## config.mk

```make
export PLATFORM = sky130hd
export DESIGN_NAME = matrix_map_config_commands
export DESIGN_NICKNAME = d
export VERILOG_FILES = /design/src/logic/mm_pkg.sv /design/src/logic/matrix_map_config_commands.sv
export VERILOG_INCLUDE_DIRS = /design/src /design/src/logic
export SDC_FILE = /design/constraint.sdc
export NUM_CORES = 1
export LEC_CHECK = 0
export BUFFER_PORTS_ARGS = -buffer_cell sky130_fd_sc_hd__buf_2
export CORE_MARGIN = 2
export CORE_UTILIZATION = 55
export DETAILED_ROUTE_END_ITERATION = 6
export PLACE_DENSITY = 0.75
export SLEW_MARGIN = 10
export SYNTH_ARGS = -nofsm -noshare
export SYNTH_HDL_FRONTEND = slang
export SYNTH_SLANG_ARGS = --single-unit
```

## constraint.sdc

```tcl
create_clock -name pclk -period 12.87 [get_ports pclk]
set_input_delay 0.6435 -clock pclk [delete_from_list [all_inputs] [get_ports pclk]]
set_output_delay 0.6435 -clock pclk [all_outputs]
set_load 0.03 [all_outputs]
```

## src/logic/mm_consts.svh

```systemverilog
// constants for the matrix map and configuration command block
// assumes inclusion by logic that sits behind an apb slave port
`ifndef MM_CONSTS_SVH
`define MM_CONSTS_SVH

// register byte offsets
`define MM_OFF_CMD      8'h00
`define MM_OFF_STATUS   8'h04
`define MM_OFF_RESULT   8'h08
`define MM_OFF_VERSION  8'h0C
`define MM_OFF_CTRL     8'h10
`define MM_OFF_LCFG0    8'h14
`define MM_OFF_LNAME0   8'h20
`define MM_LCFG_STRIDE  8'h04
`define MM_LNAME_STRIDE 8'h08

// command word fields
`define MM_CMD_OP_LSB   0
`define MM_CMD_ARG_BIT  4
`define MM_CMD_A_LSB    8
`define MM_CMD_B_LSB    16
`define MM_CMD_LVL_LSB  24

// result word fields
`define MM_RES_VALID    31
`define MM_RES_END      30
`define MM_RES_DESCR    29
`define MM_RES_LOG_LSB  24
`define MM_RES_P1_LSB   8
`define MM_RES_P0_LSB   0
`define MM_RES_SEL_LSB  16
`define MM_RES_ST_LSB   8

// level config fields
`define MM_LCFG_SCNT_LSB  8
`define MM_LCFG_FLAG_LSB  16
`define MM_LCFG_TYPE_LSB  20

// status fields
`define MM_ST_BUSY      0
`define MM_ST_DONE      1
`define MM_ST_ERR       2
`define MM_ST_MSTAT_LSB 4

// sizes and reset values
`define MM_LEVELS       2
`define MM_MAX_IO       5'h10
`define MM_RST_DCNT     5'h08
`define MM_RST_SCNT     5'h08
`define MM_RST_FLAGS    3'h3
`define MM_MAX_SEL      5'h07

// level feature flag bits
`define MM_FLAG_MUTE    0
`define MM_FLAG_LOCK    1
`define MM_FLAG_RECLK   2

// protocol version reported and the least version that carries map commands
`define MM_VER_MAJOR    8'h03
`define MM_VER_MINOR    8'h00
`define MM_VER_HAS_MIN  1'b1
`define MM_VER_MAP_MIN  8'h03

`endif

```

## src/logic/mm_pkg.sv

```systemverilog
// types for the matrix map and configuration command block
// assumes mm_consts.svh is compiled alongside
package mm_pkg;

   typedef enum logic [3:0] {
      OP_NONE      = 4'b0000,
      OP_DMAP_SET  = 4'b0001,
      OP_DMAP_GET  = 4'b0010,
      OP_DMAP_NEXT = 4'b0011,
      OP_SMAP_SET  = 4'b0100,
      OP_SMAP_GET  = 4'b0101,
      OP_SMAP_NEXT = 4'b0110,
      OP_VERSION   = 4'b0111,
      OP_CFG_QUERY = 4'b1000,
      OP_ROUTE_SET = 4'b1001,
      OP_ROUTE_GET = 4'b1010
   } op_t;

   typedef enum logic [0:0] {
      S_IDLE = 1'b0,
      S_SCAN = 1'b1
   } fsm_t;

   typedef enum logic [2:0] {
      LT_VIDEO  = 3'b000,
      LT_AUDIO  = 3'b001,
      LT_HD     = 3'b010,
      LT_VGA    = 3'b011,
      LT_3G     = 3'b100,
      LT_ANALOG = 3'b101,
      LT_AES    = 3'b110
   } level_type_t;

   typedef enum logic [1:0] {
      MS_OK          = 2'b00,
      MS_UPDATING    = 2'b01,
      MS_REMOTE_LOST = 2'b10,
      MS_ERROR       = 2'b11
   } mtx_status_t;

   typedef logic [1:0][15:0][4:0] table_t;

   typedef struct packed {
      fsm_t              fsm;
      table_t            dmap;
      table_t            smap;
      table_t            route;
      logic [1:0][4:0]   dcnt;
      logic [1:0][4:0]   scnt;
      logic [1:0][2:0]   lflags;
      level_type_t [1:0] ltype;
      logic [1:0][63:0]  lname;
      mtx_status_t       mstat;
      logic [31:0]       result;
      logic              busy;
      logic              done;
      logic              err;
      logic              scan_src;
      logic [4:0]        idx;
      logic              ack;
      logic [31:0]       prdata;
      logic              slverr;
   } state_t;

endpackage : mm_pkg

```

## src/logic/matrix_map_config_commands.sv

```systemverilog
// matrix map and configuration command block: remap tables, routing state,
// level configuration and version, driven by commands and register writes over apb
// assumes pclk at 250 MHz, apb master per the amba rules, one clock domain
//
// Behaviour
// - full destination list walks logical numbers, reporting only remapped ones, per level
// - destination get reports per-level physical mapping of one logical destination
// - destination set without level remaps that destination on every level
// - destination set with level remaps only that level, others untouched
// - full source list walks logical numbers, reporting only remapped ones, per level
// - source get reports per-level physical mapping of one logical source
// - source set without level remaps that source on every level
// - source set with level remaps only that level
// - map commands accepted only when protocol version is 3.0 or later
// - version query returns major, minor and whether minor is shown
// - configuration selector is sum of names 1, routing state 2, presets 4
// - no-argument configuration gives only the level count; per level destination count, source count, flags are in the level config registers
// - level flags: mute 1, lock query 2, reclocker disable 4
// - configuration argument 0 to 7 gives the descriptive response
// - descriptive response carries matrix status ok, updating, remote lost, error
// - level names hold at most eight characters
// - level type is video, audio, hd, vga, 3g, analog or aes
// - descriptive response carries no flags; mute, lock, reclk bits are read from the level config registers
// - source values start at 1, 0 is mute, -1 no change for presets
`include "mm_consts.svh"
`timescale 1ns/1ns
`default_nettype none

module matrix_map_config_commands
   import mm_pkg::*;
(
   input  wire logic        pclk,
   input  wire logic        presetn,
   input  wire logic        psel,
   input  wire logic        penable,
   input  wire logic        pwrite,
   input  wire logic [7:0]  paddr,
   input  wire logic [31:0] pwdata,
   output logic      [31:0] prdata,
   output logic             pready,
   output logic             pslverr
);

   function automatic logic in_range(input logic [4:0] v, input logic [4:0] c);
      return (v != 5'h00) && (v <= c);
   endfunction : in_range

   // level 0 means every level, so the numbers must fit each one
   function automatic logic map_ok(input logic [4:0] a, input logic [4:0] b,
                                   input logic [1:0] lvl, input logic [1:0][4:0] cnt);
      logic ok;
      ok = 1'b0;
      case (lvl)
         2'h0:    ok = in_range(a, cnt[0]) && in_range(b, cnt[0]) && in_range(a, cnt[1]) && in_range(b, cnt[1]);
         2'h1:    ok = in_range(a, cnt[0]) && in_range(b, cnt[0]);
         2'h2:    ok = in_range(a, cnt[1]) && in_range(b, cnt[1]);
         default: ok = 1'b0;
      endcase
      return ok;
   endfunction : map_ok

   function automatic logic [3:0] slot(input logic [4:0] n);
      return 4'(n - 5'h01);
   endfunction : slot

   function automatic logic [31:0] entry(input logic [4:0] n, input table_t t);
      logic [31:0] r;
      r = 32'h0000_0000;
      r[`MM_RES_VALID] = 1'b1;
      r[`MM_RES_LOG_LSB +: 5] = n;
      r[`MM_RES_P1_LSB +: 5] = t[1][slot(n)];
      r[`MM_RES_P0_LSB +: 5] = t[0][slot(n)];
      return r;
   endfunction : entry

   function automatic logic remapped(input logic [4:0] n, input table_t t);
      return (t[0][slot(n)] != n) || (t[1][slot(n)] != n);
   endfunction : remapped

   // routing state values are 1-based with 0 as mute; -1 only ever leaves for preset data
   function automatic logic [7:0] src_code(input logic [4:0] v, input logic no_change);
      return no_change ? 8'hFF : {3'h0, v};
   endfunction : src_code

   state_t s;
   state_t s_next;

   logic       access;
   logic       wr_edge;
   logic       cmd_fire;
   op_t        op;
   logic       has_arg;
   logic [4:0] arg_a;
   logic [4:0] arg_b;
   logic [1:0] arg_lvl;
   logic       map_gate;

   assign access   = psel && penable;
   assign wr_edge  = access && s.ack && pwrite;
   assign cmd_fire = wr_edge && (paddr == `MM_OFF_CMD) && !s.busy;
   assign op       = op_t'(pwdata[`MM_CMD_OP_LSB +: 4]);
   assign has_arg  = pwdata[`MM_CMD_ARG_BIT];
   assign arg_a    = pwdata[`MM_CMD_A_LSB +: 5];
   assign arg_b    = pwdata[`MM_CMD_B_LSB +: 5];
   assign arg_lvl  = pwdata[`MM_CMD_LVL_LSB +: 2];
   assign map_gate = (`MM_VER_MAJOR >= `MM_VER_MAP_MIN);

   assign prdata  = s.prdata;
   assign pready  = access && s.ack;
   assign pslverr = access && s.ack && s.slverr;

   always_comb begin
      s_next = s;
      s_next.ack = access && !s.ack;

      // first access cycle: decode and latch the answer, pready follows one cycle later
      if (access && !s.ack) begin
         s_next.slverr = 1'b0;
         s_next.prdata = 32'h0000_0000;
         if (paddr == `MM_OFF_CMD) begin
            s_next.slverr = pwrite && s.busy;
         end else if (paddr == `MM_OFF_STATUS) begin
            s_next.prdata[`MM_ST_BUSY] = s.busy;
            s_next.prdata[`MM_ST_DONE] = s.done;
            s_next.prdata[`MM_ST_ERR] = s.err;
            s_next.prdata[`MM_ST_MSTAT_LSB +: 2] = s.mstat;
         end else if (paddr == `MM_OFF_RESULT) begin
            s_next.prdata = s.result;
         end else if (paddr == `MM_OFF_VERSION) begin
            s_next.prdata = {15'h0000, `MM_VER_HAS_MIN, `MM_VER_MAJOR, `MM_VER_MINOR};
         end else if (paddr == `MM_OFF_CTRL) begin
            s_next.prdata[1:0] = s.mstat;
         end else begin
            s_next.slverr = 1'b1;
            for (int l = 0; l < `MM_LEVELS; l++) begin
               if (paddr == 8'(`MM_OFF_LCFG0 + 8'(l) * `MM_LCFG_STRIDE)) begin
                  s_next.slverr = 1'b0;
                  s_next.prdata[4:0] = s.dcnt[l];
                  s_next.prdata[`MM_LCFG_SCNT_LSB +: 5] = s.scnt[l];
                  s_next.prdata[`MM_LCFG_FLAG_LSB +: 3] = s.lflags[l];
                  s_next.prdata[`MM_LCFG_TYPE_LSB +: 3] = s.ltype[l];
               end
               if (paddr == 8'(`MM_OFF_LNAME0 + 8'(l) * `MM_LNAME_STRIDE)) begin
                  s_next.slverr = 1'b0;
                  s_next.prdata = s.lname[l][31:0];
               end
               if (paddr == 8'(`MM_OFF_LNAME0 + 8'(l) * `MM_LNAME_STRIDE + 8'h04)) begin
                  s_next.slverr = 1'b0;
                  s_next.prdata = s.lname[l][63:32];
               end
            end
         end
      end

      // register writes land only at the edge that sees pready high
      if (wr_edge && !s.slverr) begin
         if (paddr == `MM_OFF_CTRL) begin
            s_next.mstat = mtx_status_t'(pwdata[1:0]);
         end
         for (int l = 0; l < `MM_LEVELS; l++) begin
            if (paddr == 8'(`MM_OFF_LCFG0 + 8'(l) * `MM_LCFG_STRIDE)) begin
               if (pwdata[4:0] <= `MM_MAX_IO) s_next.dcnt[l] = pwdata[4:0];
               if (pwdata[`MM_LCFG_SCNT_LSB +: 5] <= `MM_MAX_IO) s_next.scnt[l] = pwdata[`MM_LCFG_SCNT_LSB +: 5];
               s_next.lflags[l] = pwdata[`MM_LCFG_FLAG_LSB +: 3];
               // unknown type codes are dropped so the keyword stays one of the seven
               if (pwdata[`MM_LCFG_TYPE_LSB +: 3] != 3'h7) begin
                  s_next.ltype[l] = level_type_t'(pwdata[`MM_LCFG_TYPE_LSB +: 3]);
               end
            end
            // two words per level: a name can never exceed eight bytes
            if (paddr == 8'(`MM_OFF_LNAME0 + 8'(l) * `MM_LNAME_STRIDE)) begin
               s_next.lname[l][31:0] = pwdata;
            end
            if (paddr == 8'(`MM_OFF_LNAME0 + 8'(l) * `MM_LNAME_STRIDE + 8'h04)) begin
               s_next.lname[l][63:32] = pwdata;
            end
         end
      end

      case (s.fsm)
         S_IDLE: begin
            if (cmd_fire) begin
               s_next.done = 1'b1;
               s_next.err = 1'b0;
               s_next.result = 32'h0000_0000;
               case (op)
                  OP_DMAP_SET, OP_SMAP_SET: begin
                     if (!map_gate || !map_ok(arg_a, arg_b, arg_lvl, (op == OP_DMAP_SET) ? s.dcnt : s.scnt)) begin
                        s_next.err = 1'b1;
                     end else begin
                        for (int l = 0; l < `MM_LEVELS; l++) begin
                           if ((arg_lvl == 2'h0) || (arg_lvl == 2'(l + 1))) begin
                              if (op == OP_DMAP_SET) s_next.dmap[l][slot(arg_a)] = arg_b;
                              else s_next.smap[l][slot(arg_a)] = arg_b;
                           end
                        end
                     end
                  end
                  OP_DMAP_GET, OP_SMAP_GET: begin
                     if (!map_gate || !map_ok(arg_a, arg_a, 2'h0, (op == OP_DMAP_GET) ? s.dcnt : s.scnt)) begin
                        s_next.err = 1'b1;
                     end else if (op == OP_DMAP_GET) begin
                        s_next.result = entry(arg_a, s.dmap);
                     end else begin
                        s_next.result = entry(arg_a, s.smap);
                     end
                  end
                  OP_DMAP_NEXT, OP_SMAP_NEXT: begin
                     if (!map_gate) begin
                        s_next.err = 1'b1;
                     end else begin
                        // the walk takes one cycle per logical number, so busy guards the tables
                        s_next.fsm = S_SCAN;
                        s_next.busy = 1'b1;
                        s_next.done = 1'b0;
                        s_next.scan_src = (op == OP_SMAP_NEXT);
                        s_next.idx = arg_a;
                     end
                  end
                  OP_VERSION: begin
                     s_next.result = {1'b1, 14'h0000, `MM_VER_HAS_MIN, `MM_VER_MAJOR, `MM_VER_MINOR};
                  end
                  OP_CFG_QUERY: begin
                     s_next.result[`MM_RES_VALID] = 1'b1;
                     if (!has_arg) begin
                        s_next.result[1:0] = 2'(`MM_LEVELS);
                     end else if (arg_a <= `MM_MAX_SEL) begin
                        s_next.result[`MM_RES_DESCR] = 1'b1;
                        s_next.result[`MM_RES_SEL_LSB +: 3] = arg_a[2:0];
                        s_next.result[`MM_RES_ST_LSB +: 2] = s.mstat;
                        s_next.result[1:0] = 2'(`MM_LEVELS);
                     end else begin
                        s_next.result = 32'h0000_0000;
                        s_next.err = 1'b1;
                     end
                  end
                  OP_ROUTE_SET: begin
                     // source 0 is accepted as mute on any level
                     if (arg_lvl == 2'h0 || arg_lvl == 2'h3 || !in_range(arg_a, s.dcnt[arg_lvl[1]])
                         || (arg_b > s.scnt[arg_lvl[1]])) begin
                        s_next.err = 1'b1;
                     end else begin
                        s_next.route[arg_lvl[1]][slot(arg_a)] = arg_b;
                     end
                  end
                  OP_ROUTE_GET: begin
                     if (arg_lvl == 2'h0 || arg_lvl == 2'h3 || !in_range(arg_a, s.dcnt[arg_lvl[1]])) begin
                        s_next.err = 1'b1;
                     end else begin
                        s_next.result = {1'b1, 23'h00_0000, src_code(s.route[arg_lvl[1]][slot(arg_a)], 1'b0)};
                     end
                  end
                  default: begin
                     s_next.err = 1'b1;
                  end
               endcase
            end
         end
         S_SCAN: begin
            if ((s.idx == 5'h00) || (s.idx > `MM_MAX_IO)) begin
               s_next.fsm = S_IDLE;
               s_next.busy = 1'b0;
               s_next.done = 1'b1;
               s_next.result = 32'h0000_0000;
               s_next.result[`MM_RES_END] = 1'b1;
            end else if (remapped(s.idx, s.scan_src ? s.smap : s.dmap)) begin
               s_next.fsm = S_IDLE;
               s_next.busy = 1'b0;
               s_next.done = 1'b1;
               s_next.result = entry(s.idx, s.scan_src ? s.smap : s.dmap);
            end else begin
               s_next.idx = 5'(s.idx + 5'h01);
            end
         end
         default: begin
            s_next.fsm = S_IDLE;
            s_next.busy = 1'b0;
         end
      endcase
   end

   always_ff @(posedge pclk or negedge presetn) begin
      if (!presetn) begin
         s.fsm <= S_IDLE;
         for (int l = 0; l < `MM_LEVELS; l++) begin
            for (int i = 0; i < 16; i++) begin
               s.dmap[l][i] <= 5'(i + 1);
               s.smap[l][i] <= 5'(i + 1);
               s.route[l][i] <= 5'(i + 1);
            end
            s.dcnt[l] <= `MM_RST_DCNT;
            s.scnt[l] <= `MM_RST_SCNT;
            s.lflags[l] <= `MM_RST_FLAGS;
            s.ltype[l] <= LT_VIDEO;
            s.lname[l] <= 64'h0000_0000_0000_0000;
         end
         s.mstat <= MS_OK;
         s.result <= 32'h0000_0000;
         s.busy <= 1'b0;
         s.done <= 1'b0;
         s.err <= 1'b0;
         s.scan_src <= 1'b0;
         s.idx <= 5'h00;
         s.ack <= 1'b0;
         s.prdata <= 32'h0000_0000;
         s.slverr <= 1'b0;
      end else begin
         s <= s_next;
      end
   end

   a_scan_ends: assert property (@(posedge pclk) disable iff (!presetn)
      $rose(s.busy) |-> ##[1:17] (!s.busy && s.done))
      else $error("map walk did not finish in time");

   a_next_remapped: assert property (@(posedge pclk) disable iff (!presetn)
      (s.fsm == S_SCAN) ##1 (s.fsm == S_IDLE && s.result[`MM_RES_VALID])
      |-> remapped(s.result[`MM_RES_LOG_LSB +: 5], $past(s.scan_src) ? s.smap : s.dmap))
      else $error("map walk reported an entry that is not remapped");

   a_dset_all: assert property (@(posedge pclk) disable iff (!presetn)
      (cmd_fire && op == OP_DMAP_SET && arg_lvl == 2'h0 && map_ok(arg_a, arg_b, 2'h0, s.dcnt))
      |=> (s.dmap[0][slot($past(arg_a))] == $past(arg_b)) && (s.dmap[1][slot($past(arg_a))] == $past(arg_b)))
      else $error("destination set missed a level");

   a_dset_one: assert property (@(posedge pclk) disable iff (!presetn)
      (cmd_fire && op == OP_DMAP_SET && arg_lvl == 2'h1) |=> $stable(s.dmap[1]))
      else $error("single level destination set touched another level");

   a_sset_one: assert property (@(posedge pclk) disable iff (!presetn)
      (cmd_fire && op == OP_SMAP_SET && arg_lvl == 2'h2 && map_ok(arg_a, arg_b, 2'h2, s.scnt))
      |=> $stable(s.smap[0]) && (s.smap[1][slot($past(arg_a))] == $past(arg_b)))
      else $error("single level source set wrong");

   a_reject_keep: assert property (@(posedge pclk) disable iff (!presetn)
      (cmd_fire && (op == OP_DMAP_SET || op == OP_SMAP_SET)
       && !map_ok(arg_a, arg_b, arg_lvl, (op == OP_DMAP_SET) ? s.dcnt : s.scnt))
      |=> s.err && $stable(s.dmap) && $stable(s.smap))
      else $error("rejected assignment changed a table");

   a_get_result: assert property (@(posedge pclk) disable iff (!presetn)
      (cmd_fire && op == OP_DMAP_GET && map_ok(arg_a, arg_a, 2'h0, s.dcnt))
      |=> s.result[`MM_RES_VALID] && (s.result[`MM_RES_P0_LSB +: 5] == s.dmap[0][slot($past(arg_a))])
          && (s.result[`MM_RES_P1_LSB +: 5] == s.dmap[1][slot($past(arg_a))]))
      else $error("destination get result mismatch");

   a_cfg_range: assert property (@(posedge pclk) disable iff (!presetn)
      (cmd_fire && op == OP_CFG_QUERY && has_arg)
      |=> (s.result[`MM_RES_DESCR] == ($past(arg_a) <= `MM_MAX_SEL)) && (s.err == ($past(arg_a) > `MM_MAX_SEL)))
      else $error("configuration argument range handled wrongly");

   a_ver_result: assert property (@(posedge pclk) disable iff (!presetn)
      (cmd_fire && op == OP_VERSION) |=> (s.result[15:8] == `MM_VER_MAJOR) && s.done && !s.err)
      else $error("version query result wrong");

   a_cfg_plain: assert property (@(posedge pclk) disable iff (!presetn)
      (cmd_fire && op == OP_CFG_QUERY && !has_arg)
      |=> s.result[`MM_RES_VALID] && !s.result[`MM_RES_DESCR] && (s.result[1:0] == 2'(`MM_LEVELS)))
      else $error("compact configuration result wrong");

   a_route_get: assert property (@(posedge pclk) disable iff (!presetn)
      (cmd_fire && op == OP_ROUTE_GET && arg_lvl == 2'h1 && in_range(arg_a, s.dcnt[0]))
      |=> s.result[`MM_RES_VALID] && (s.result[7:0] == {3'h0, s.route[0][slot($past(arg_a))]}))
      else $error("route get result wrong");

   a_type_keep: assert property (@(posedge pclk) disable iff (!presetn)
      (wr_edge && !s.slverr && paddr == `MM_OFF_LCFG0 && pwdata[`MM_LCFG_TYPE_LSB +: 3] == 3'h7)
      |=> $stable(s.ltype[0]))
      else $error("reserved level type code was stored");

endmodule : matrix_map_config_commands

`default_nettype wire

```

## Word level (Yosys, flattened, before mapping)

Cells that the tools add are included.

- Register bits: 718
- Output and inout port bits: 34
- Logic and storage cells: 348
- Input bits: 45

- Add/sub/neg operators: 3
- Eq/ne operators: 31
- Bitwise logic cells: 3
- Reduce and logical (&&, ||, !) cells: 67
- $lt $le $gt $ge: 17
- Muxes and demuxes: 108

Operator list:

| operator | number |
|---|---|
| $mux 80 | 11 |
| $mux 320 | 2 |
| $mux 481 | 1 |
| $mux 160 | 3 |
| $bwmux 80 | 4 |
| $bwmux 160 | 1 |
| $mux 32 | 5 |
| $bmux 5 s4 | 7 |
| $mux 33 | 4 |
| $pmux 32 s4 | 1 |
| $demux 80 s1 | 1 |
| $mux 5 | 16 |
| $mux 34 | 2 |
| $pmux 34 s2 | 1 |
| $mux 30 | 2 |
| $mux 41 | 1 |
| $le 5x5->1 | 7 |
| $eq 8x6->1 const B | 4 |
| $mux 26 | 1 |
| $eq 8x5->1 const B | 3 |
| $logic_and 1x1->1 | 24 |
| $reduce_and 3->1 | 8 |
| $reduce_and 6->1 | 4 |
| $mux 1 | 22 |
| other kinds (44) | 94 |

## Logic depth before layout (Yosys ltp)

- Word-level depth: 15
- Mapped depth: 18
- Depth with buffers taken out: 12

## Least setup slack after synthesis

OpenSTA, ideal clock, no wires.

- Kind: flip-flop to flip-flop
- From: register s[34] in the netlist's numbering
- To: register s[51] in the netlist's numbering
- Slack: 7.957 ns
- Required time: 12.745 ns
- Clock period less this slack: 4.913 ns
- Cell stages (with the launch flop): 17
- Library setup time: 0.125 ns
- Arrival time: 4.788 ns
- Buffers on the path: 7
- Cell sequence: dfrtp_1 -> buf_2 -> buf_2 -> buf_2 -> inv_1 -> clkbuf_1 -> ha_1 -> clkbuf_1 -> clkbuf_1 -> mux4_2 -> nor3b_1 -> or4b_2 -> o31a_1 -> a21oi_2 -> a31oi_1 -> buf_2 -> mux2_2

- Word-level cells in the longest chain between the ends: 7
- Elaborated cells on any way between the ends: 16
- Classes of those cells: add/sub: 1; order compare: 1; eq/ne: 3; mux: 7; reduce/logical: 4

RTL lines:

| element | RTL line | text |
|---|---|---|
| from (decl) | matrix_map_config_commands.sv:85 | `state_t s;` |
| from (signal assigned) | matrix_map_config_commands.sv:308 | `s <= s_next;` |
| $sub 4x1->4 | matrix_map_config_commands.sv:63 | `return 4'(n - 5'h01);` |
| $bmux 5 s4, on equally long branches | matrix_map_config_commands.sv:77, matrix_map_config_commands.sv:71 |  |
| $mux 5, on equally long branches | matrix_map_config_commands.sv:77, matrix_map_config_commands.sv:71 |  |
| $ne 5x5->1 | matrix_map_config_commands.sv:77 | `return (t[0][slot(n)] != n) \|\| (t[1][slot(n)] != n);` |
| $logic_or 1x1->1 | matrix_map_config_commands.sv:77 |  |
| $ne 3x1->1 (no source line) | - |  |
| $reduce_and 2->1 (no source line) | - |  |

Several ways; a longest one is shown, not always the timed one. The select of a mux whose other input is x is not followed.
A chain may end at the register's enable or synchronous reset.

## Final worst setup path

- From: register s[34] in the netlist's numbering
- To: register s[68] in the netlist's numbering

- Word-level cells in the longest chain between the ends: 7
- Elaborated cells on any way between the ends: 15
- Classes of those cells: add/sub: 1; order compare: 1; eq/ne: 3; mux: 6; reduce/logical: 4

RTL lines:

| element | RTL line |
|---|---|
| $sub 4x1->4 | matrix_map_config_commands.sv:63 |
| $bmux 5 s4 | matrix_map_config_commands.sv:77 |
| $mux 5 (implied by the code) | matrix_map_config_commands.sv:77 |
| $ne 5x5->1 | matrix_map_config_commands.sv:77 |
| $logic_or 1x1->1 | matrix_map_config_commands.sv:77 |
| $ne 3x1->1 (no source line) | - |
| $reduce_and 2->1 (no source line) | - |

Several ways; a longest one is shown, not always the timed one. The select of a mux whose other input is x is not followed.

==> results.yml <==
finish:
  drive_above_1_share_pct: 47.6
  nFillCells: 5316
  stdcell_count: 3778
  finalInstanceArea_um2: 42500
  area_delta_synth_final_pct: 9.01
  layout.nets: 2864
  fin_util_pct: 60.6
pwr:
  ir_worst_vdd_mv: 0.0964
  pwr_density_cell_nw_per_um2: 113
  p_leak_nw: 18.2
  p_total_mw: 4.80
global_routing:
  antenna_found_initial: 3
  grt_max_degree: 126
  grtUsageTotal_pct: 30.0
  grt_overflow: 0
  grt_pass1_vias: 26200
  grt_pass1_wl_mm: 169
critical_path:
  path_common_cell: "buf_4"
  cp_max_fo: 28
  arrival_ns: 6.03
  crit_slowest_cell: "dfrtp_4"
  worstSetupPathType: "reg2reg"
  cp_slowest_stage_delay_ns: 0.81
  crit_chain: "inv_1, ha_1, buf_4, nor2_1, a22oi_1, a211oi_1, a2111oi_0, or3_1, nand2_1, a31oi_2, buf_4, mux2_2"
  required_ns: 13.37
  endpoint_kind: "flip-flop"
  cp-start-kind: "flip-flop"
synth:
  ys_types: 76
  synth_top_area_cell: "dfrtp_1"
  synth-seq-cells: 707
  synth_edf_count: 0
  syn_area_um2: 39000
  ys_seq_area_share_pct: 46.0
  synth_common_cells: "571 x mux2_2, 501 x dfrtp_1, 219 x mux4_2"
  synth_cells: 2822
  synth_nets: 2914
  async_flop_share_pct: 100
  ys_warn_count: 0
  yosysMostFrequentCell: "mux2_2"
  ys.flop_type: "dfrtp_1"
  synth_top_cell_area_share_pct: 32.2
  synth.area.top_cells: "dfrtp_1 32%, mux2_2 16%, dfstp_2 14%"
  syn_avg_cell_area_um2: 13.8
timing:
  finalClockSkew_ns: 0.0432
  tns_ns: 0
  fin_crit_sh_pct: 43.0
  rsz0062_at_grt: "no"
  fin_crit_ns: 5.53
  whs_ns: 0.0714
  setup_ws_ns: 7.34
  max_freq_mhz: 181
  setup_viol_count_final: 0
  final_max_slew_viol_count: 0
  final-hold-violation-count: 0
  relSlewSlack_pct: 25.8
  max_slew.worst_pin.slew_ns: 1.11
outcome:
  outcome: "completed"
floorplan:
  io_pins: 79
  die_h_um: 270
  initial_utilization_pct: 55.6
  row_count: 97
  dieArea_um2: 73000
  die_w_um: 270
  fp.coreArea_um2: 70100
route:
  route.antenna.remaining_nets: 0
  wl_mm: 109
  dr.pass1.iters: 6
  wl_per_cell_um: 29.0
  drc: 0
  viasPerCell: 6.81
  vias: 25700
  drt_iter0_drc: 2862
min_path:
  worstHoldPathType: "in2async"
cts:
  cts_sinks: 707
  hold_buffers: 0
  clock_latency_ns: 0.65
  htreeDepth: 3
  ctsResizeCount: 0
  clk_pin_slew_ns: 0.06
  cts_inserted_buffers: 78
  post-cts-setup-buffer-count: 0
  cts_root_buf: "clkbuf_16"
  cts_tree: "done"
  clock_path_buffers: 3
placed_design:
  place_inst: 3632
  dp_hpwl_mm: 74.4
  placed_cell_area_um2: 39900
  port-buffer-count: 78
  place_ws_ns: 6.77
  routabilityCongestion: 0.936
run:
  drv_cap: 0
per-layer routing:
metal / part of all wire, % / global-route usage (%) / up-vias
met4: 3.4 / 10.6 / 4
met3: 8.3 / 6.19 / 225
met5: 0.021 / 0 / -
li1: - / - / 10700
met1: 41 / 42.4 / 13600
met2: 47 / 46.5 / 1223
worst max-delay path: cells and delay by family, from the launching register on:
| kind | cells | cell delay (ns) |
|---|---|---|
| AOI/OAI and AO/OA | 4 | 1.78 |
| buffers and inverters | 3 | 1.31 |
| adders and majority gates | 1 | 0.48 |
| DFF | 1 | 0.81 |
| and+or+nand+nor | 3 | 0.64 |
| muxes | 1 | 0.36 |
power by group:
group | leakage (nW) | internal, mW | switching, mW
sequential | 9.04 | 2.23 | 0.00489
clock | 1.28 | 1.33 | 0.951
combinational | 7.91 | 0.0671 | 0.215
final cells by class:
type	instances	area [µm²]	share of cell area, %
inverter	25	93.8	0.221
antenna	1	2.50	0.00589
clock buffer	121	2310	5.44
tap	940	1180	2.77
multi-input combinational	1831	19900	46.7
clock inverter	24	295	0.695
sequential	707	18000	42.3
timing repair buffer	129	801	1.88
final timing paths:
check / start / end / slack (ns) / cells after the start
min: presetn / s[570] / 0.07 / 1
min reg2reg: prdata[0] / prdata[0] / 0.48 / 1
max in group asynchronous: presetn / s[386] / 9.61 / 4
max: s[34] / s[68] / 7.34 / 12
min in group pclk: pwdata[7] / s[148] / 0.28 / 2
max reg2reg: s[34] / s[68] / 7.34 / 12
flip-flops by register name (all words and copies together), names as in the netlist:
name / flops
s: 675
prdata: 32
kinds of logic (layout without fill, tap and decap cells):
| group | count (synthesis) | in the layout | share of synthesized area (%) |
|---|---|---|---|
| multiplexers | 934 | 934 | 33.1 |
| flip-flops | 707 | 707 | 46.0 |
| AND/OR/NAND/NOR | 447 | 447 | 5.41 |
| AO/OA/AOI/OAI | 391 | 391 | 10.4 |
| buffers and inverters | 284 | 299 | 3.26 |
| adder cells (fa/ha/maj) | 49 | 49 | 1.56 |
| XOR/XNOR | 10 | 10 | 0.225 |
| other | 0 | 1 | 0 |
cells in the final DEF, fill, tap and decap left out, drive strengths merged, types with 15 or more instances in the layout:
cell       n
mux2     636
dfrtp    501
mux4     219
dfstp    206
nand2    167
buf      129
clkbuf   121
o21ai     81
mux2i     79
nor2      77
a2111oi   68
nor3      58
a21oi     55
ha        47
nand3     44
inv       28
a222oi    27
a22oi     19
o22a      17
nor2b     15
clkinv    15
Note: power is estimated with default switching activity, not from simulation.
